[src/rtl/dsk_sync_pkg.sv]
//==============================================================
package dsk_sync_pkg;

  //==============================================================
  // timing
  localparam int        CLK_MHZ      = 100;
  localparam int        SLOT_NS_FM   = 2000;  // half of a 4 us cell
  localparam int        SLOT_NS_MFM  = 1000;
  localparam int        PULSE_NS     = 250;
  localparam logic [7:0] SLOT_CYC_FM  = 8'((SLOT_NS_FM * CLK_MHZ) / 1000);
  localparam logic [7:0] SLOT_CYC_MFM = 8'((SLOT_NS_MFM * CLK_MHZ) / 1000);
  localparam logic [7:0] PULSE_CYC    = 8'((PULSE_NS * CLK_MHZ) / 1000);

  //==============================================================
  // byte values and raw patterns
  localparam logic [7:0]  ID_MARK       = 8'hfe;
  localparam logic [7:0]  DATA_MARK     = 8'hfb;
  localparam logic [7:0]  FM_MARK_CLOCK = 8'hc7;
  localparam logic [7:0]  SYNC_BYTE     = 8'ha1;
  localparam logic [15:0] SYNC_CLR_MASK = 16'h0020;
  localparam logic [7:0]  MFM_GAP_BYTE  = 8'h4e;
  localparam logic [7:0]  ONES_BYTE     = 8'hff;
  localparam logic [7:0]  ZERO_BYTE     = 8'h00;
  localparam logic [15:0] ZERO_RAW      = 16'haaaa;

  //==============================================================
  // field and gap counts
  localparam logic [3:0]  PRE_BYTES_FM  = 4'h6;
  localparam logic [3:0]  PRE_BYTES_MFM = 4'hc;
  localparam logic [3:0]  ZERO_MIN_FM   = 4'h2;
  localparam logic [3:0]  ZERO_MIN_MFM  = 4'h4;
  localparam logic [1:0]  SYNC_COUNT    = 2'h3;
  localparam logic [10:0] ID_BYTES      = 11'h004;
  localparam logic [10:0] CRC_BYTES     = 11'h002;
  localparam logic [10:0] SKIP_BYTES    = 11'h008;
  localparam logic [3:0]  LAST_SLOT     = 4'hf;

  //==============================================================
  // modes
  typedef enum logic [1:0] {FILL_ONES, FILL_VARIANT, FILL_ZERO} fill_mode_t;
  typedef enum logic [1:0] {
    POST_INDEX_GAP, ID_TO_DATA_GAP, INTER_SECTOR_GAP, END_OF_TRACK_GAP
  } gap_kind_t;
  typedef enum logic [1:0] {WR_GAP_ONLY, WR_ID_FIELD, WR_DATA_FIELD} wr_kind_t;

endpackage

[src/rtl/byte_fifo.sv]
`timescale 1ns/1ps
module byte_fifo #(
  parameter int WIDTH = 8,
  parameter int DEPTH = 4
) (
  input  wire logic             sys_clk_in,   // clock
  input  wire logic             rst_n_in,     // async reset
  input  wire logic             in_valid_in,  // push request
  input  wire logic [WIDTH-1:0] in_data_in,   // push data
  output logic                  in_ready_out, // room left
  output logic                  out_valid_out,// entry present
  input  wire logic             out_ready_in, // pop request
  output logic [WIDTH-1:0]      out_data_out  // head entry
);
  localparam int AW = $clog2(DEPTH);

  typedef struct packed {
    logic [DEPTH-1:0][WIDTH-1:0] mem;
    logic [AW:0]                 wp;
    logic [AW:0]                 rp;
    logic                        rdy;
  } fifo_st_t;

  fifo_st_t st_q;
  fifo_st_t st_d;
  logic     push;
  logic     pop;

  //==============================================================
  // pointers carry one extra bit so full and empty differ
  assign out_valid_out = (st_q.wp != st_q.rp);
  assign out_data_out  = st_q.mem[st_q.rp[AW-1:0]];
  assign in_ready_out  = st_q.rdy;
  assign push          = in_valid_in & st_q.rdy;
  assign pop           = out_ready_in & out_valid_out;

  always_comb begin
    st_d = st_q;
    for (int i = 0; i < DEPTH; i++) begin
      if (push && (st_q.wp[AW-1:0] == AW'(i))) begin
        st_d.mem[i] = in_data_in;
      end
    end
    if (push) begin
      st_d.wp = st_q.wp + 1'b1;
    end
    if (pop) begin
      st_d.rp = st_q.rp + 1'b1;
    end
    st_d.rdy = ((st_d.wp - st_d.rp) != (AW+1)'(DEPTH));
  end

  always_ff @(posedge sys_clk_in or negedge rst_n_in) begin
    if (!rst_n_in) begin
      st_q     <= '0;
      st_q.rdy <= 1'b1;
    end else begin
      st_q <= st_d;
    end
  end
endmodule

[src/rtl/diskette_sync_address_mark.sv]
`timescale 1ns/1ps
module diskette_sync_address_mark
  import dsk_sync_pkg::*;
(
  input  wire logic        sys_clk_in,       // 100 MHz clock
  input  wire logic        rst_n_in,         // async reset, active low
  input  wire logic        density_mfm_in,   // 1 = MFM, 0 = FM
  input  wire logic [1:0]  fill_mode_in,     // fill_mode_t
  input  wire logic        read_pulse_in,    // drive read pulse pin
  input  wire logic        rd_enable_in,     // sector search active
  input  wire logic [10:0] data_len_in,      // data field payload bytes
  input  wire logic        wr_start_in,      // start a write sequence
  input  wire logic [1:0]  wr_kind_in,       // wr_kind_t
  input  wire logic [1:0]  gap_kind_in,      // gap_kind_t of leading gap
  input  wire logic [7:0]  gap_len_in,       // leading gap bytes
  input  wire logic        wr_valid_in,      // payload byte offered
  input  wire logic [7:0]  wr_data_in,       // payload byte
  output logic             wr_ready_out,     // payload buffer has room
  output logic [7:0]       rd_byte_out,      // decoded byte
  output logic             rd_strobe_out,    // decoded byte valid pulse
  output logic             rd_mark_out,      // byte is a field_marker
  output logic             rd_crc_out,       // byte is a CRC byte
  output logic             rd_data_field_out,// byte belongs to data field
  output logic             rd_aligned_out,   // bit alignment held
  output logic             wr_pulse_out,     // write pulse to drive
  output logic             wr_gate_out,      // write current on
  output logic             wr_busy_out,      // write sequence running
  output logic             wr_underrun_out   // payload ran dry, sticky
);

  typedef enum logic [2:0] {R_HUNT, R_PRE, R_SYNC, R_MARK, R_FIELD, R_SKIP} rd_state_t;
  typedef enum logic [2:0] {W_IDLE, W_LEAD, W_GAP, W_PRE, W_SYNC, W_MARK, W_BODY, W_TAIL} wr_state_t;

  typedef struct packed {
    logic [1:0]  rsync;
    logic        rprev;
    logic [7:0]  rtmr;
    logic        rseen;
    logic [15:0] rsh;
    logic [3:0]  rslot;
    rd_state_t   rst;
    logic [3:0]  zcnt;
    logic [1:0]  a1cnt;
    logic        rdata;
    logic [10:0] rcnt;
    logic [7:0]  rbyte;
    logic        rstb;
    logic        rmark;
    logic        rcrc;
    logic        raligned;
    wr_state_t   wst;
    logic [7:0]  wtmr;
    logic [15:0] wsh;
    logic [3:0]  wslot;
    logic        wlast;
    logic [10:0] wcnt;
    logic [1:0]  wkind;
    logic [1:0]  wgkind;
    logic [7:0]  wglen;
    logic [10:0] wlen;
    logic        wpulse;
    logic        wgate;
    logic        wunder;
    logic        wbusy;
  } st_t;

  st_t        st_q;
  st_t        st_d;
  logic       fifo_valid;
  logic [7:0] fifo_data;
  logic       fifo_pop;

  //==============================================================
  // encoding helpers
  function automatic logic [15:0] interleave(input logic [7:0] clk, input logic [7:0] dat);
    logic [15:0] r;
    r = '0;
    for (int i = 0; i < 8; i++) begin
      r[2*i+1] = clk[i];
      r[2*i]   = dat[i];
    end
    return r;
  endfunction

  function automatic logic [15:0] encode(input logic [7:0] dat, input logic prev, input logic mfm);
    logic [7:0] clk;
    logic       p;
    clk = '0;
    p   = prev;
    for (int i = 7; i >= 0; i--) begin
      clk[i] = mfm ? (~p & ~dat[i]) : 1'b1;
      p      = dat[i];
    end
    return interleave(clk, dat);
  endfunction

  function automatic logic [7:0] decode(input logic [15:0] raw);
    logic [7:0] d;
    d = '0;
    for (int i = 0; i < 8; i++) begin
      d[i] = raw[2*i];
    end
    return d;
  endfunction

  //==============================================================
  // mark patterns per density
  logic [15:0] sync_raw;
  logic [15:0] fm_id_raw;
  logic [15:0] fm_data_raw;
  logic [15:0] mfm_id_raw;
  logic [15:0] mfm_data_raw;

  assign sync_raw     = encode(SYNC_BYTE, 1'b0, 1'b1) & ~SYNC_CLR_MASK;
  assign fm_id_raw    = interleave(FM_MARK_CLOCK, ID_MARK);
  assign fm_data_raw  = interleave(FM_MARK_CLOCK, DATA_MARK);
  assign mfm_id_raw   = encode(ID_MARK, SYNC_BYTE[0], 1'b1);
  assign mfm_data_raw = encode(DATA_MARK, SYNC_BYTE[0], 1'b1);

  //==============================================================
  // payload buffer between controller and serializer
  byte_fifo #(
    .WIDTH (8),
    .DEPTH (4)
  ) u_wr_fifo (
    .sys_clk_in    (sys_clk_in),
    .rst_n_in      (rst_n_in),
    .in_valid_in   (wr_valid_in),
    .in_data_in    (wr_data_in),
    .in_ready_out  (wr_ready_out),
    .out_valid_out (fifo_valid),
    .out_ready_in  (fifo_pop),
    .out_data_out  (fifo_data)
  );

  //==============================================================
  // next state
  logic [7:0]  slot_cyc;
  logic        redge;
  logic        rslot_end;
  logic [15:0] rnew;
  logic [7:0]  rdat;
  logic [3:0]  zmin;
  logic [10:0] flen;
  logic        wslot_end;
  logic        wbound;
  logic [7:0]  gap_fill;
  logic [7:0]  tail_fill;
  logic [7:0]  mark_val;
  logic [3:0]  pre_bytes;

  always_comb begin
    st_d      = st_q;
    fifo_pop  = 1'b0;
    slot_cyc  = density_mfm_in ? SLOT_CYC_MFM : SLOT_CYC_FM;
    zmin      = density_mfm_in ? ZERO_MIN_MFM : ZERO_MIN_FM;
    pre_bytes = density_mfm_in ? PRE_BYTES_MFM : PRE_BYTES_FM;
    redge     = st_q.rsync[1] & ~st_q.rprev;
    rslot_end = 1'b0;
    rnew      = {st_q.rsh[14:0], st_q.rseen};
    rdat      = decode(rnew);
    flen      = (st_q.rdata ? data_len_in : ID_BYTES) + CRC_BYTES;
    st_d.rstb = 1'b0;

    // ---- read pulse window, recentered on every pulse
    st_d.rsync = {st_q.rsync[0], read_pulse_in};
    st_d.rprev = st_q.rsync[1];
    if (redge) begin
      st_d.rseen = 1'b1;
      st_d.rtmr  = slot_cyc >> 1;
    end else if (st_q.rtmr >= slot_cyc - 8'h01) begin
      rslot_end  = 1'b1;
      st_d.rtmr  = '0;
      st_d.rseen = 1'b0;
      st_d.rsh   = rnew;
    end else begin
      st_d.rtmr = st_q.rtmr + 8'h01;
    end

    // ---- read byte framing
    if (!rd_enable_in) begin
      st_d.rst      = R_HUNT;
      st_d.raligned = 1'b0;
    end else if (rslot_end && (st_q.rst == R_HUNT)) begin
      if (rnew == ZERO_RAW) begin
        st_d.rst      = R_PRE;
        st_d.rslot    = '0;
        st_d.zcnt     = 4'h1;
        st_d.raligned = 1'b1;
      end
    end else if (rslot_end) begin
      st_d.rslot = st_q.rslot + 4'h1;
      if (st_q.rslot == LAST_SLOT) begin
        case (st_q.rst)
          R_PRE: begin
            if (rnew == ZERO_RAW) begin
              if (st_q.zcnt != LAST_SLOT) begin
                st_d.zcnt = st_q.zcnt + 4'h1;
              end
            end else if (st_q.zcnt < zmin) begin
              st_d.rst = R_HUNT;
            end else if (density_mfm_in && (rnew == sync_raw)) begin
              st_d.rst   = R_SYNC;
              st_d.a1cnt = 2'h1;
            end else if (!density_mfm_in && ((rnew == fm_id_raw) || (rnew == fm_data_raw))) begin
              st_d.rst   = R_FIELD;
              st_d.rdata = (rnew == fm_data_raw);
              st_d.rcnt  = '0;
              st_d.rbyte = rdat;
              st_d.rstb  = 1'b1;
              st_d.rmark = 1'b1;
              st_d.rcrc  = 1'b0;
            end else begin
              st_d.rst = R_HUNT;
            end
          end
          R_SYNC: begin
            if (rnew != sync_raw) begin
              st_d.rst = R_HUNT;
            end else if (st_q.a1cnt == SYNC_COUNT - 2'h1) begin
              st_d.rst = R_MARK;
            end else begin
              st_d.a1cnt = st_q.a1cnt + 2'h1;
            end
          end
          R_MARK: begin
            if ((rnew == mfm_id_raw) || (rnew == mfm_data_raw)) begin
              st_d.rst   = R_FIELD;
              st_d.rdata = (rnew == mfm_data_raw);
              st_d.rcnt  = '0;
              st_d.rbyte = rdat;
              st_d.rstb  = 1'b1;
              st_d.rmark = 1'b1;
              st_d.rcrc  = 1'b0;
            end else begin
              st_d.rst = R_HUNT;
            end
          end
          R_FIELD: begin
            st_d.rbyte = rdat;
            st_d.rstb  = 1'b1;
            st_d.rmark = 1'b0;
            st_d.rcrc  = (st_q.rcnt >= flen - CRC_BYTES);
            st_d.rcnt  = st_q.rcnt + 11'h001;
            if (st_q.rcnt == flen - 11'h001) begin
              st_d.rcnt = '0;
              st_d.rst  = st_q.rdata ? R_HUNT : R_SKIP;
            end
          end
          R_SKIP: begin
            // id_to_data_gap glitches cannot be read as a mark here
            st_d.rcnt = st_q.rcnt + 11'h001;
            if (st_q.rcnt == SKIP_BYTES - 11'h001) begin
              st_d.rst = R_HUNT;
            end
          end
          default: st_d.rst = R_HUNT;
        endcase
      end
    end
    if (st_d.rst == R_HUNT) begin
      st_d.raligned = 1'b0;
    end

    // ---- write fill values
    if (density_mfm_in) begin
      gap_fill  = MFM_GAP_BYTE;
      tail_fill = MFM_GAP_BYTE;
    end else if (fill_mode_in == FILL_ZERO) begin
      gap_fill  = ZERO_BYTE;
      tail_fill = ZERO_BYTE;
    end else if ((fill_mode_in == FILL_VARIANT) && (st_q.wgkind != ID_TO_DATA_GAP)) begin
      gap_fill  = ZERO_BYTE;
      tail_fill = ONES_BYTE;
    end else begin
      gap_fill  = ONES_BYTE;
      tail_fill = ONES_BYTE;
    end
    mark_val = (st_q.wkind == WR_DATA_FIELD) ? DATA_MARK : ID_MARK;

    // ---- write serializer slot timing
    wslot_end = 1'b0;
    if (st_q.wgate) begin
      if (st_q.wtmr >= slot_cyc - 8'h01) begin
        wslot_end  = 1'b1;
        st_d.wtmr  = '0;
        st_d.wsh   = {st_q.wsh[14:0], 1'b0};
        st_d.wslot = st_q.wslot + 4'h1;
      end else begin
        st_d.wtmr = st_q.wtmr + 8'h01;
      end
    end
    wbound = (wslot_end && (st_q.wslot == LAST_SLOT)) || (st_q.wst == W_LEAD);

    // ---- write sequencer, one step per byte boundary
    if ((st_q.wst == W_IDLE) && wr_start_in) begin
      st_d.wst    = W_LEAD;
      st_d.wkind  = wr_kind_in;
      st_d.wgkind = gap_kind_in;
      st_d.wglen  = gap_len_in;
      st_d.wlen   = data_len_in;
      st_d.wunder = 1'b0;
    end else if (wbound) begin
      st_d.wcnt = st_q.wcnt + 11'h001;
      case (st_q.wst)
        W_LEAD: begin
          st_d.wcnt = '0;
          if (st_q.wglen != 8'h00) begin
            st_d.wst = W_GAP;
          end else begin
            st_d.wst = (st_q.wkind == WR_GAP_ONLY) ? W_IDLE : W_PRE;
          end
        end
        W_GAP: begin
          if (st_q.wcnt == {3'h0, st_q.wglen} - 11'h001) begin
            st_d.wcnt = '0;
            st_d.wst  = (st_q.wkind == WR_GAP_ONLY) ? W_IDLE : W_PRE;
          end
        end
        W_PRE: begin
          if (st_q.wcnt == {7'h00, pre_bytes} - 11'h001) begin
            st_d.wcnt = '0;
            st_d.wst  = density_mfm_in ? W_SYNC : W_MARK;
          end
        end
        W_SYNC: begin
          if (st_q.wcnt == {9'h000, SYNC_COUNT} - 11'h001) begin
            st_d.wst = W_MARK;
          end
        end
        W_MARK: begin
          st_d.wcnt = '0;
          st_d.wst  = W_BODY;
        end
        W_BODY: begin
          if (st_q.wcnt == ((st_q.wkind == WR_DATA_FIELD) ? st_q.wlen : ID_BYTES) + CRC_BYTES - 11'h001) begin
            st_d.wst = W_TAIL;
          end
        end
        // tail keeps current on one full byte past the last CRC
        W_TAIL: st_d.wst = W_IDLE;
        default: st_d.wst = W_IDLE;
      endcase

      st_d.wslot = '0;
      st_d.wtmr  = '0;
      case (st_d.wst)
        W_GAP: st_d.wsh = encode(gap_fill, st_q.wlast, density_mfm_in);
        W_PRE: st_d.wsh = encode(ZERO_BYTE, st_q.wlast, density_mfm_in);
        W_SYNC: st_d.wsh = sync_raw;
        W_MARK: begin
          st_d.wsh = density_mfm_in ? encode(mark_val, SYNC_BYTE[0], 1'b1)
                                    : interleave(FM_MARK_CLOCK, mark_val);
        end
        W_BODY: begin
          // controller supplies payload and CRC; a dry buffer writes zeros
          fifo_pop = fifo_valid;
          st_d.wsh = encode(fifo_valid ? fifo_data : ZERO_BYTE, st_q.wlast, density_mfm_in);
          if (!fifo_valid) begin
            st_d.wunder = 1'b1;
          end
        end
        W_TAIL: st_d.wsh = encode(tail_fill, st_q.wlast, density_mfm_in);
        default: st_d.wsh = '0;
      endcase
      st_d.wlast = st_d.wsh[0];
    end

    st_d.wgate  = (st_d.wst != W_IDLE) && (st_d.wst != W_LEAD);
    st_d.wbusy  = (st_d.wst != W_IDLE);
    st_d.wpulse = st_d.wgate && st_d.wsh[15] && (st_d.wtmr < PULSE_CYC);
  end

  always_ff @(posedge sys_clk_in or negedge rst_n_in) begin
    if (!rst_n_in) begin
      st_q     <= '0;
      st_q.rst <= R_HUNT;
      st_q.wst <= W_IDLE;
    end else begin
      st_q <= st_d;
    end
  end

  //==============================================================
  // outputs
  assign rd_byte_out       = st_q.rbyte;
  assign rd_strobe_out     = st_q.rstb;
  assign rd_mark_out       = st_q.rmark;
  assign rd_crc_out        = st_q.rcrc;
  assign rd_data_field_out = st_q.rdata;
  assign rd_aligned_out    = st_q.raligned;
  assign wr_pulse_out      = st_q.wpulse;
  assign wr_gate_out       = st_q.wgate;
  assign wr_busy_out       = st_q.wbusy;
  assign wr_underrun_out   = st_q.wunder;
endmodule

[config.mk]
export PLATFORM = sky130hd
export DESIGN_NAME = diskette_sync_address_mark
export DESIGN_NICKNAME = d
export VERILOG_FILES = /design/src/rtl/dsk_sync_pkg.sv /design/src/rtl/byte_fifo.sv /design/src/rtl/diskette_sync_address_mark.sv
export SDC_FILE = /design/constraint.sdc
export NUM_CORES = 1
export LEC_CHECK = 0
export BUFFER_PORTS_ARGS = -buffer_cell sky130_fd_sc_hd__buf_2
export CAP_MARGIN = 20
export CORE_ASPECT_RATIO = 0.9
export CORE_UTILIZATION = 40
export DETAILED_ROUTE_END_ITERATION = 8
export HOLD_SLACK_MARGIN = 0.1
export PLACE_DENSITY = 0.67
export SLEW_MARGIN = 0
export SYNTH_ARGS = -nofsm -noshare
export SYNTH_HDL_FRONTEND = slang
export SYNTH_SLANG_ARGS = --single-unit
[constraint.sdc]
create_clock -name sys_clk_in -period 4.5 [get_ports sys_clk_in]
set_input_delay 0.675 -clock sys_clk_in [delete_from_list [all_inputs] [get_ports sys_clk_in]]
set_output_delay 0.675 -clock sys_clk_in [all_outputs]
set_load 0.005 [all_outputs]
==> impl_metrics.yaml, run 1 <==
synthesis:
  synth_area_leader_cell: "dfrtp_1"
  ys_seq_area_share_pct: 40.74
  async_flop_share_pct: 100.0
  synth_top_area_share_pct: 40.49
  synth-edff-count: 0
  syn_area_um2: 10630
  synth_common_cells: "172 x dfrtp_1, 121 x nand2_1, 70 x o21ai_0"
  synth-seq-cells: 173
  synth_cell_types: 78
  synthesis.nets: 1184
  yosysMostFrequentCell: "dfrtp_1"
  synthTopCellsByArea: "dfrtp_1 40%, mux2_2 7.3%, ha_1 4.6%"
  yosysWarnings: 0
  synth_cells: 1105
  syn_avg_cell_area_um2: 9.620
  synth-main-ff-cell: "dfrtp_1"
routing:
  via_per_inst: 5.594
  num_vias: 8391
  drc: 0
  wl_um: 24990
  ant_nets: 0
  drt_first_pass_iters: 5
  drt-initial-drc-count: 692
  wl_per_cell_um: 16.66
power:
  combPwrFrac_pct: 18.1
  internal_power_mw: 3.015
  p_leak_nw: 5.194
  ir_drop_v: 0.0002695
  netSwitchingFraction_pct: 30.10
  p_seq_share_pct: 45.9
  power.density_nw_per_um2: 363.6
  p_switching_mw: 1.298
  power.share.clock_pct: 36.0
worst_setup_path:
  slowest_stage: "or4_1"
  worstSetupEndpointType: "flop"
  worstPathRequired_ns: 4.87
  path_class: "flop to flop"
  cp-start-kind: "flop"
  cpMostUsedCell: "xnor2_1"
  cp_slowest_stage_delay_ns: 0.51
  crit_fanout: 11
  worstPathArrival_ns: 4.44
  crit_buf_inv: 0
  crit_family: "simple AND/OR/NAND/NOR gates"
  path_cells: "nor2b_1 -> and2_1 -> ha_1 -> nand3_1 -> or4_1 -> a21oi_1 -> xor2_1 -> nor3_1 -> and4_1 -> nor3_2 -> nand2_1 -> xnor2_1 -> ha_1 -> nor2b_1 -> xnor2_1 -> xnor2_1 -> xor2_1 -> nand3_1"
die:
  fp.coreArea_um2: 26070
  ios: 58
  fp.dieW_um: 173.8
  die_area_um2: 27230
  initial_core_util_pct: 40.78
  rows: 56
  chipHeight_um: 156.7
sta:
  rsz0062_at_grt: "no"
  skew_ns: 0.01288
  hold_slack_ns: 0.3353
  setup_viol: 0
  period_minus_slack_ns: 4.070
  finalHoldViolations: 0
  finalCritPeriodShare_pct: 90.45
  setup_tns_ns: 0
  finalMaxSlewViolations: 0
  maxSlewHeadroom_pct: 34.44
  clock.fmax_mhz: 245.7
  worst_pin_slew_ns: 0.9835
global_route:
  grt_pass1_vias: 8106
  grt_max_degree: 104
  grt_overflow_total: 0
  antenna_found_initial: 0
  grt.total_usage_pct: 19.12
  grt_pass1_wl_um: 41840
finish:
  fin_area_um2: 11860
  drive_above_1_share_pct: 17.45
  areaGrowthSynthToFinish_pct: 11.59
  nNetsFinal: 1218
  diodes: 0
clock_network:
  clkLatencyLatePin_ns: 0.45
  cts.path.max_buffers: 2
  clk_pin_slew_worst_paths_ns: 0.07
  cts.sinks: 173
  htreeDepth: 4
  post_cts_buffers: 0
  cts_tree: "yes"
  root_buffer: "clkbuf_16"
  cts_made_buffers: 17
place:
  io_buffers: 57
  dpl_cell_area_um2: 11220
  hpwlAfterDp_um: 17740
  place_congestion: 0.8572
flow_run:
  drv_cap: 0
status:
  status: "finished, final reports clean"
hold_path:
  hold_path_class: "input pin to flop"
## worst paths after layout
| path | slack (ns) | cells after the start | endpoint | startpoint |
|---|---|---|---|---|
| max | 0.43 | 18 | u_wr_fifo.in_ready_out | st_q[25] |
| max in group asynchronous | 3.18 | 2 | u_wr_fifo.in_ready_out | rst_n_in |
| max reg2reg | 0.43 | 18 | u_wr_fifo.in_ready_out | st_q[25] |
| min in group asynchronous | 0.39 | 1 | st_q[16] | rst_n_in |
| min | 0.34 | 1 | st_d[134] | read_pulse_in |
| min reg2reg | 0.36 | 0 | st_d[132] | st_d[134] |
## sequential cells by signal, summed over array words and instances (netlist names)
name                    count
rd_aligned_out              1
rd_byte_out                 8
rd_crc_out                  1
rd_data_field_out           1
rd_mark_out                 1
rd_strobe_out               1
rdat                        8
rnew                        8
st_d                        2
st_q                       99
u_wr_fifo.in_ready_out      1
u_wr_fifo.st_q             38
wr_busy_out                 1
wr_gate_out                 1
wr_pulse_out                1
wr_underrun_out             1
## cell type report
cell class / instances / area (um2)
multi-input combinational: 842 / 5911
fill: 2516 / 14200
timing repair buffer: 73 / 424.2
clock buffer: 17 / 425.4
inverter: 32 / 120.1
tap: 348 / 435.4
sequential: 173 / 4332
clock inverter: 15 / 215.2
## per-layer routing
metal	vias up	wire length, um	track usage [%]	share of wire [%]
li1	4070	-	-	-
met1	4098	12150	26.81	49
met2	198	11380	30.27	46
met3	25	1176	3.183	4.7
met4	0	274	5.639	1.1
met5	-	0	0	0
## worst reg2reg max path, stage by stage, from the launching register on
cell     delay [ns]
dfrtp_1        0.47
nor2b_1        0.21
and2_1         0.15
ha_1           0.21
nand3_1        0.21
or4_1          0.51
a21oi_1        0.20
xor2_1         0.18
nor3_1         0.08
and4_1         0.29
nor3_2         0.21
nand2_1        0.15
xnor2_1        0.24
ha_1           0.17
nor2b_1        0.16
xnor2_1        0.15
xnor2_1        0.15
xor2_1         0.17
nand3_1        0.09
## placed cells by master, fill, tap and decap left out, drive strengths merged, types with 37 or more instances in the layout
| cell type | Yosys | routed |
|---|---|---|
| xnor2 | 51 | 51 |
| mux2 | 70 | 70 |
| a21oi | 41 | 41 |
| o21ai | 82 | 82 |
| nand3 | 42 | 42 |
| inv | 32 | 37 |
| ha | 39 | 39 |
| nor2 | 63 | 63 |
| nand2 | 121 | 121 |
| dfrtp | 172 | 172 |
| buf | 22 | 73 |
## kinds of logic after synthesis
| logic type | share of synthesized area, % |
|---|---|
| AOI/OAI and AO/OA | 14.20 |
| buffers and inverters | 3.802 |
| DFF | 40.74 |
| and+or+nand+nor | 19.20 |
| adders and majority gates | 4.590 |
| xor gates and xnor gates | 6.768 |
| muxes | 10.71 |
## repair_timing
action                     in CTS  in global routing
hold buffers                    0                  0
setup endpoints to repair       0                  1
resized for setup               0                  2
## per-stage QoR
step	instances	power (mW)	worst slack [ns]	util [%]
global placement	1468	2.764	0.4668	43.03
finish	1500	4.313	0.4296	45.51
CTS	1500	4.361	0.3139	45.49
floorplan	1105	2.550	0.5008	-
global route	1500	4.540	0.09859	45.51
detailed placement	1468	2.791	0.3583	43.03
## power by group through the flow
stage | clock (mW) | sequential, mW | combinational [mW]
global placement | 0 | 1.99 | 0.769
detailed placement | 0 | 2.01 | 0.786
global route | 1.66 | 2.01 | 0.869
CTS | 1.59 | 1.98 | 0.792
floorplan | 0 | 1.95 | 0.602
finish | 1.55 | 1.98 | 0.781
Note: power is estimated with default switching activity, not from simulation.
==> inputs of run 2 (changes only) <==
Settings changed: CORE_MARGIN from default to 3, CORE_UTILIZATION 40 to 30, PLACE_DENSITY 0.67 to 0.56.
==> run 2 against run 1 <==
First-iteration DRC count fell by 26%. Global-route usage decreased by 4.5 points. Fmax down 1.9%. Clock-buffer cell count grew 2. Power is 0.25% higher. Cell count grew 7.9%. Design area grew 1.1%. Non-clock buffer count up 3. Sequential power about the same. Highest routed layer unchanged.
==> impl_metrics.yaml, run 2 (same netlist as run 1, synthesis figures left out) <==
worst_setup_path:
  worstPathArrival_ns: 4.51
  crit_fanout: 11
  cp-start-kind: "flop"
  cpMostUsedCell: "xnor2_1"
  worstSetupEndpointType: "flop"
  path_cells: "nor2b_1 -> and2_1 -> ha_1 -> nand3_1 -> or4_1 -> a21oi_1 -> xor2_1 -> nor3_1 -> and4_1 -> nor3_2 -> nand2_1 -> xnor2_1 -> ha_1 -> nor2b_1 -> xnor2_1 -> xnor2_1 -> xor2_1 -> nand3_1"
  crit_family: "simple AND/OR/NAND/NOR gates"
  slowest_stage: "or4_1"
  cp_slowest_stage_delay_ns: 0.51
  crit_buf_inv: 0
  worstPathRequired_ns: 4.86
  path_class: "flop to flop"
sta:
  hold_slack_ns: 0.2972
  setup_viol: 0
  clock.fmax_mhz: 240.9
  skew_ns: 0.02387
  setup_tns_ns: 0
  finalCritPeriodShare_pct: 92.24
  finalHoldViolations: 0
  finalMaxSlewViolations: 0
  rsz0062_at_grt: "no"
  maxSlewHeadroom_pct: 44.42
  period_minus_slack_ns: 4.151
  worst_pin_slew_ns: 0.8337
routing:
  wl_um: 26760
  drt_first_pass_iters: 5
  drt-initial-drc-count: 515
  ant_nets: 0
  num_vias: 8280
  via_per_inst: 5.117
  drc: 0
  wl_per_cell_um: 16.54
die:
  ios: 58
  fp.dieW_um: 204.4
  die_area_um2: 37730
  fp.coreArea_um2: 34430
  rows: 64
  initial_core_util_pct: 30.87
  chipHeight_um: 184.6
clock_network:
  post_cts_buffers: 0
  cts.path.max_buffers: 2
  cts.sinks: 173
  cts_made_buffers: 17
  post_cts_resized: 0
  cts_hold_repair.buffers: 0
  clk_pin_slew_worst_paths_ns: 0.08
  htreeDepth: 4
  root_buffer: "clkbuf_16"
  cts_tree: "yes"
  clkLatencyLatePin_ns: 0.45
finish:
  areaGrowthSynthToFinish_pct: 12.84
  drive_above_1_share_pct: 17.49
  fill_cells: 3539
  reg.largest.list: "st_q (99), u_wr_fifo.st_q (38)"
  largest_register_ffs: 99
  regMostFlops: "st_q"
  layout_commonest_cell: "dfrtp_1"
  nNetsFinal: 1221
  layout_common_cells: "172 x dfrtp_1, 121 x nand2_1, 69 x o21ai_0, 69 x mux2_2, 62 x nor2_1"
global_route:
  antenna_found_initial: 1
  grt.total_usage_pct: 14.63
  grt_overflow_total: 0
  grt_max_degree: 92
  grt_pass1_vias: 8359
  grt_pass1_wl_um: 44770
power:
  power.density_nw_per_um2: 360.5
  p_leak_nw: 5.195
  finalPower_mw: 4.324
  ir_drop_v: 0.0002583
flow_run:
  drv_cap: 0
place:
  io_buffers: 57
  place_congestion: 0.8920
  hpwlAfterDp_um: 19020
status:
  status: "finished, final reports clean"
hold_path:
  hold_path_class: "input pin to async pin"
[run 2: layout make-up]
class / instances / area [um2] / share of cell area, %
clock buffer: 19 / 442.9 / 3.692
sequential: 173 / 4330 / 36.10
multi-input combinational: 842 / 5911 / 49.27
timing repair buffer: 76 / 446.7 / 3.724
clock inverter: 13 / 163.9 / 1.366
tap: 462 / 578.1 / 4.819
inverter: 32 / 120.1 / 1.001
antenna: 1 / 2.502 / 0.02086
[run 2: final timing paths]
kind                                     endpoint  depth (start not counted)  slack, ns           from
setup / recovery           u_wr_fifo.in_ready_out                         18       0.35       st_q[25]
hold / removal                           st_q[89]                          1       0.30       rst_n_in
setup reg to reg           u_wr_fifo.in_ready_out                         18       0.35       st_q[25]
hold reg to reg                         st_d[132]                          0       0.35      st_d[134]
max in group asynchronous  u_wr_fifo.in_ready_out                          2       3.20       rst_n_in
min in group sys_clk_in                 st_d[134]                          1       0.35  read_pulse_in
[run 2: report_power, final]
group          switching [mW]  internal [mW]  leakage, nW
Sequential              0.182           1.80         2.18
Clock                   0.734          0.812        0.293
Combinational           0.389          0.410         2.72
[run 2: layer usage]
layer | share of wire, % | global-route usage [%] | up-vias
met3 | 3.1 | 2.525 | 21
met5 | 0 | 0 | -
met2 | 45 | 23.15 | 133
met1 | 50 | 20.57 | 4036
met4 | 1.5 | 4.320 | 0
li1 | - | - | 4090
[run 2: stage by stage]
stage | cell area (um2) | instances | utilization, % | setup slack, ns
after floorplan | 10630 | 1105 | - | 0.5008
after global placement | 11380 | 1585 | 33.05 | 0.4831
after global routing | 12000 | 1618 | 34.84 | 0.07045
final | 12000 | 1618 | 34.84 | 0.3492
after CTS | 11990 | 1617 | 34.81 | 0.2926
after detailed placement | 11380 | 1585 | 33.05 | 0.3322
==> inputs of run 3 (changes only) <==
Settings changed: CAP_MARGIN 20 to default, CORE_UTILIZATION 30 to 62, PLACE_DENSITY 0.56 to 0.92.
==> run 3 against run 2 <==
Power shrank 0.69%. Routed wire length shrank 7.2%. Clock power shrank 5%. Largest power group unchanged. Clock skew shrank 0.0089 ns. Sequential power is essentially flat. Die area shrank 50%. Combinational power grew 1%. Via count grew 5.0%. Flip-flop and latch count is the same. Design area shrank 2.9%. Cell count shrank 16%. Non-clock buffer count shrank 4.
==> impl_metrics.yaml, run 3 (same netlist as run 1, synthesis figures left out) <==
finish:
  regMostFlops: "st_q"
  layout_common_cells: "172 x dfrtp_1, 121 x nand2_1, 69 x o21ai_0, 69 x mux2_2, 62 x nor2_1"
  layout_commonest_cell: "dfrtp_1"
  largest_register_ffs: 99
  diodes: 0
  nNetsFinal: 1217
  reg.largest.list: "st_q (99), u_wr_fifo.st_q (38)"
  areaGrowthSynthToFinish_pct: 9.522
  drive_above_1_share_pct: 17.38
sta:
  maxSlewHeadroom_pct: 36.44
  finalHoldViolations: 0
  period_minus_slack_ns: 4.232
  finalMaxSlewViolations: 0
  setup_tns_ns: 0
  finalCritPeriodShare_pct: 94.05
  skew_ns: 0.01498
  hold_slack_ns: 0.3442
  setup_viol: 0
  clock.fmax_mhz: 236.3
  worst_pin_slew_ns: 0.9534
place:
  io_buffers: 57
  place_congestion: 0.8822
  hpwlAfterDp_um: 17390
worst_setup_path:
  cp-start-kind: "flop"
  crit_fanout: 11
  path_class: "flop to flop"
  worstSetupEndpointType: "flop"
  worstPathRequired_ns: 4.87
  worstPathArrival_ns: 4.60
die:
  fp.dieW_um: 144.0
  rows: 44
  chipHeight_um: 130.2
  ios: 58
  die_area_um2: 18750
  initial_core_util_pct: 64.58
  fp.coreArea_um2: 16460
routing:
  ant_nets: 0
  drt_first_pass_iters: 5
  wl_per_cell_um: 18.28
  drt-initial-drc-count: 1026
  num_vias: 8696
  wl_um: 24830
  via_per_inst: 6.404
  drc: 0
power:
  power.density_nw_per_um2: 368.9
  p_leak_nw: 5.167
  finalPower_mw: 4.294
  ir_drop_v: 0.0004101
clock_network:
  root_buffer: "clkbuf_16"
  cts.path.max_buffers: 2
  htreeDepth: 4
  cts_tree: "yes"
  clkLatencyLatePin_ns: 0.44
  post_cts_buffers: 0
  cts_hold_repair.buffers: 0
  clk_pin_slew_worst_paths_ns: 0.07
  cts.sinks: 173
  cts_made_buffers: 17
global_route:
  grt_pass1_wl_um: 40920
  grt.total_usage_pct: 27.19
  antenna_found_initial: 0
  grt_max_degree: 104
  grt_pass1_vias: 8367
  grt_overflow_total: 0
status:
  status: "finished, final reports clean"
flow_run:
  drv_cap: 0
hold_path:
  hold_path_class: "input pin to flop"
[run 3: changes by cell type in the layout (fill, tap and decap cells not counted), sizes merged]
cell / change
inv: +1
clkinvlp: +2
buf: -4
diode: -1
clkinv: -3
[run 3: worst paths after layout]
check / start / to / slack, ns / cells after the start
setup / recovery: st_q[26] / u_wr_fifo.in_ready_out / 0.27 / 18
max in group asynchronous: rst_n_in / u_wr_fifo.in_ready_out / 3.20 / 2
min in group asynchronous: rst_n_in / rd_crc_out / 0.35 / 1
hold reg to reg: st_d[134] / st_d[132] / 0.35 / 0
hold / removal: read_pulse_in / st_d[134] / 0.34 / 1
setup reg to reg: st_q[26] / u_wr_fifo.in_ready_out / 0.27 / 18
[run 3: critical path: stages, from the launching register on]
cell and delay (ns):
dfrtp_1 0.52, nor2b_1 0.21, and2_1 0.16, ha_1 0.21, nand3_1 0.21, or4_1 0.52
a21oi_1 0.19, xor2_1 0.16, nor3_1 0.08, and4_1 0.30, nor3_2 0.30, nand2_1 0.18
xnor2_1 0.24, ha_1 0.18, nor2b_1 0.15, xnor2_1 0.15, xnor2_1 0.15, xor2_1 0.17
nand3_1 0.10
[run 3: what timing repair did]
| action | CTS | global route |
|---|---|---|
| gates resized for setup | 0 | 2 |
| endpoints found under the hold margin | 0 | 0 |
| endpoints found under the setup margin | 0 | 1 |
[run 3: cell type report]
class | count | area, um2
Clock inverter | 13 | 146.4
Tap cell | 207 | 259.0
Inverter | 32 | 120.1
Fill cell | 1137 | 4818
Sequential cell | 173 | 4330
Timing Repair Buffer | 72 | 416.7
Clock buffer | 19 | 452.9
Multi-Input combinational cell | 842 | 5917
[run 3: layer usage]
metal	GRT usage (%)	vias to the layer above	wire (um)
met5	0	-	0
met4	8.527	0	393
met3	5.057	35	1591
met2	43.87	355	11810
met1	37.67	4225	11040
li1	-	4081	-
[run 3: report_power, final]
group | switching, mW | internal [mW] | leakage [nW]
clock network | 0.668 | 0.816 | 0.286
registers | 0.204 | 1.80 | 2.18
logic | 0.394 | 0.412 | 2.70
total | 1.27 | 3.03 | 5.17
[run 3: metrics by stage]
stage	setup slack [ns]	util [%]	instances	instance area [um2]
3_5_place_dp	0.2582	67.02	1326	11030
2_1_floorplan	0.5008	-	1105	10630
6_report	0.2678	70.73	1358	11640
3_3_place_gp	0.4030	67.02	1326	11030
4_1_cts	0.2515	70.66	1358	11630
5_1_grt	-0.01580	70.73	1358	11640
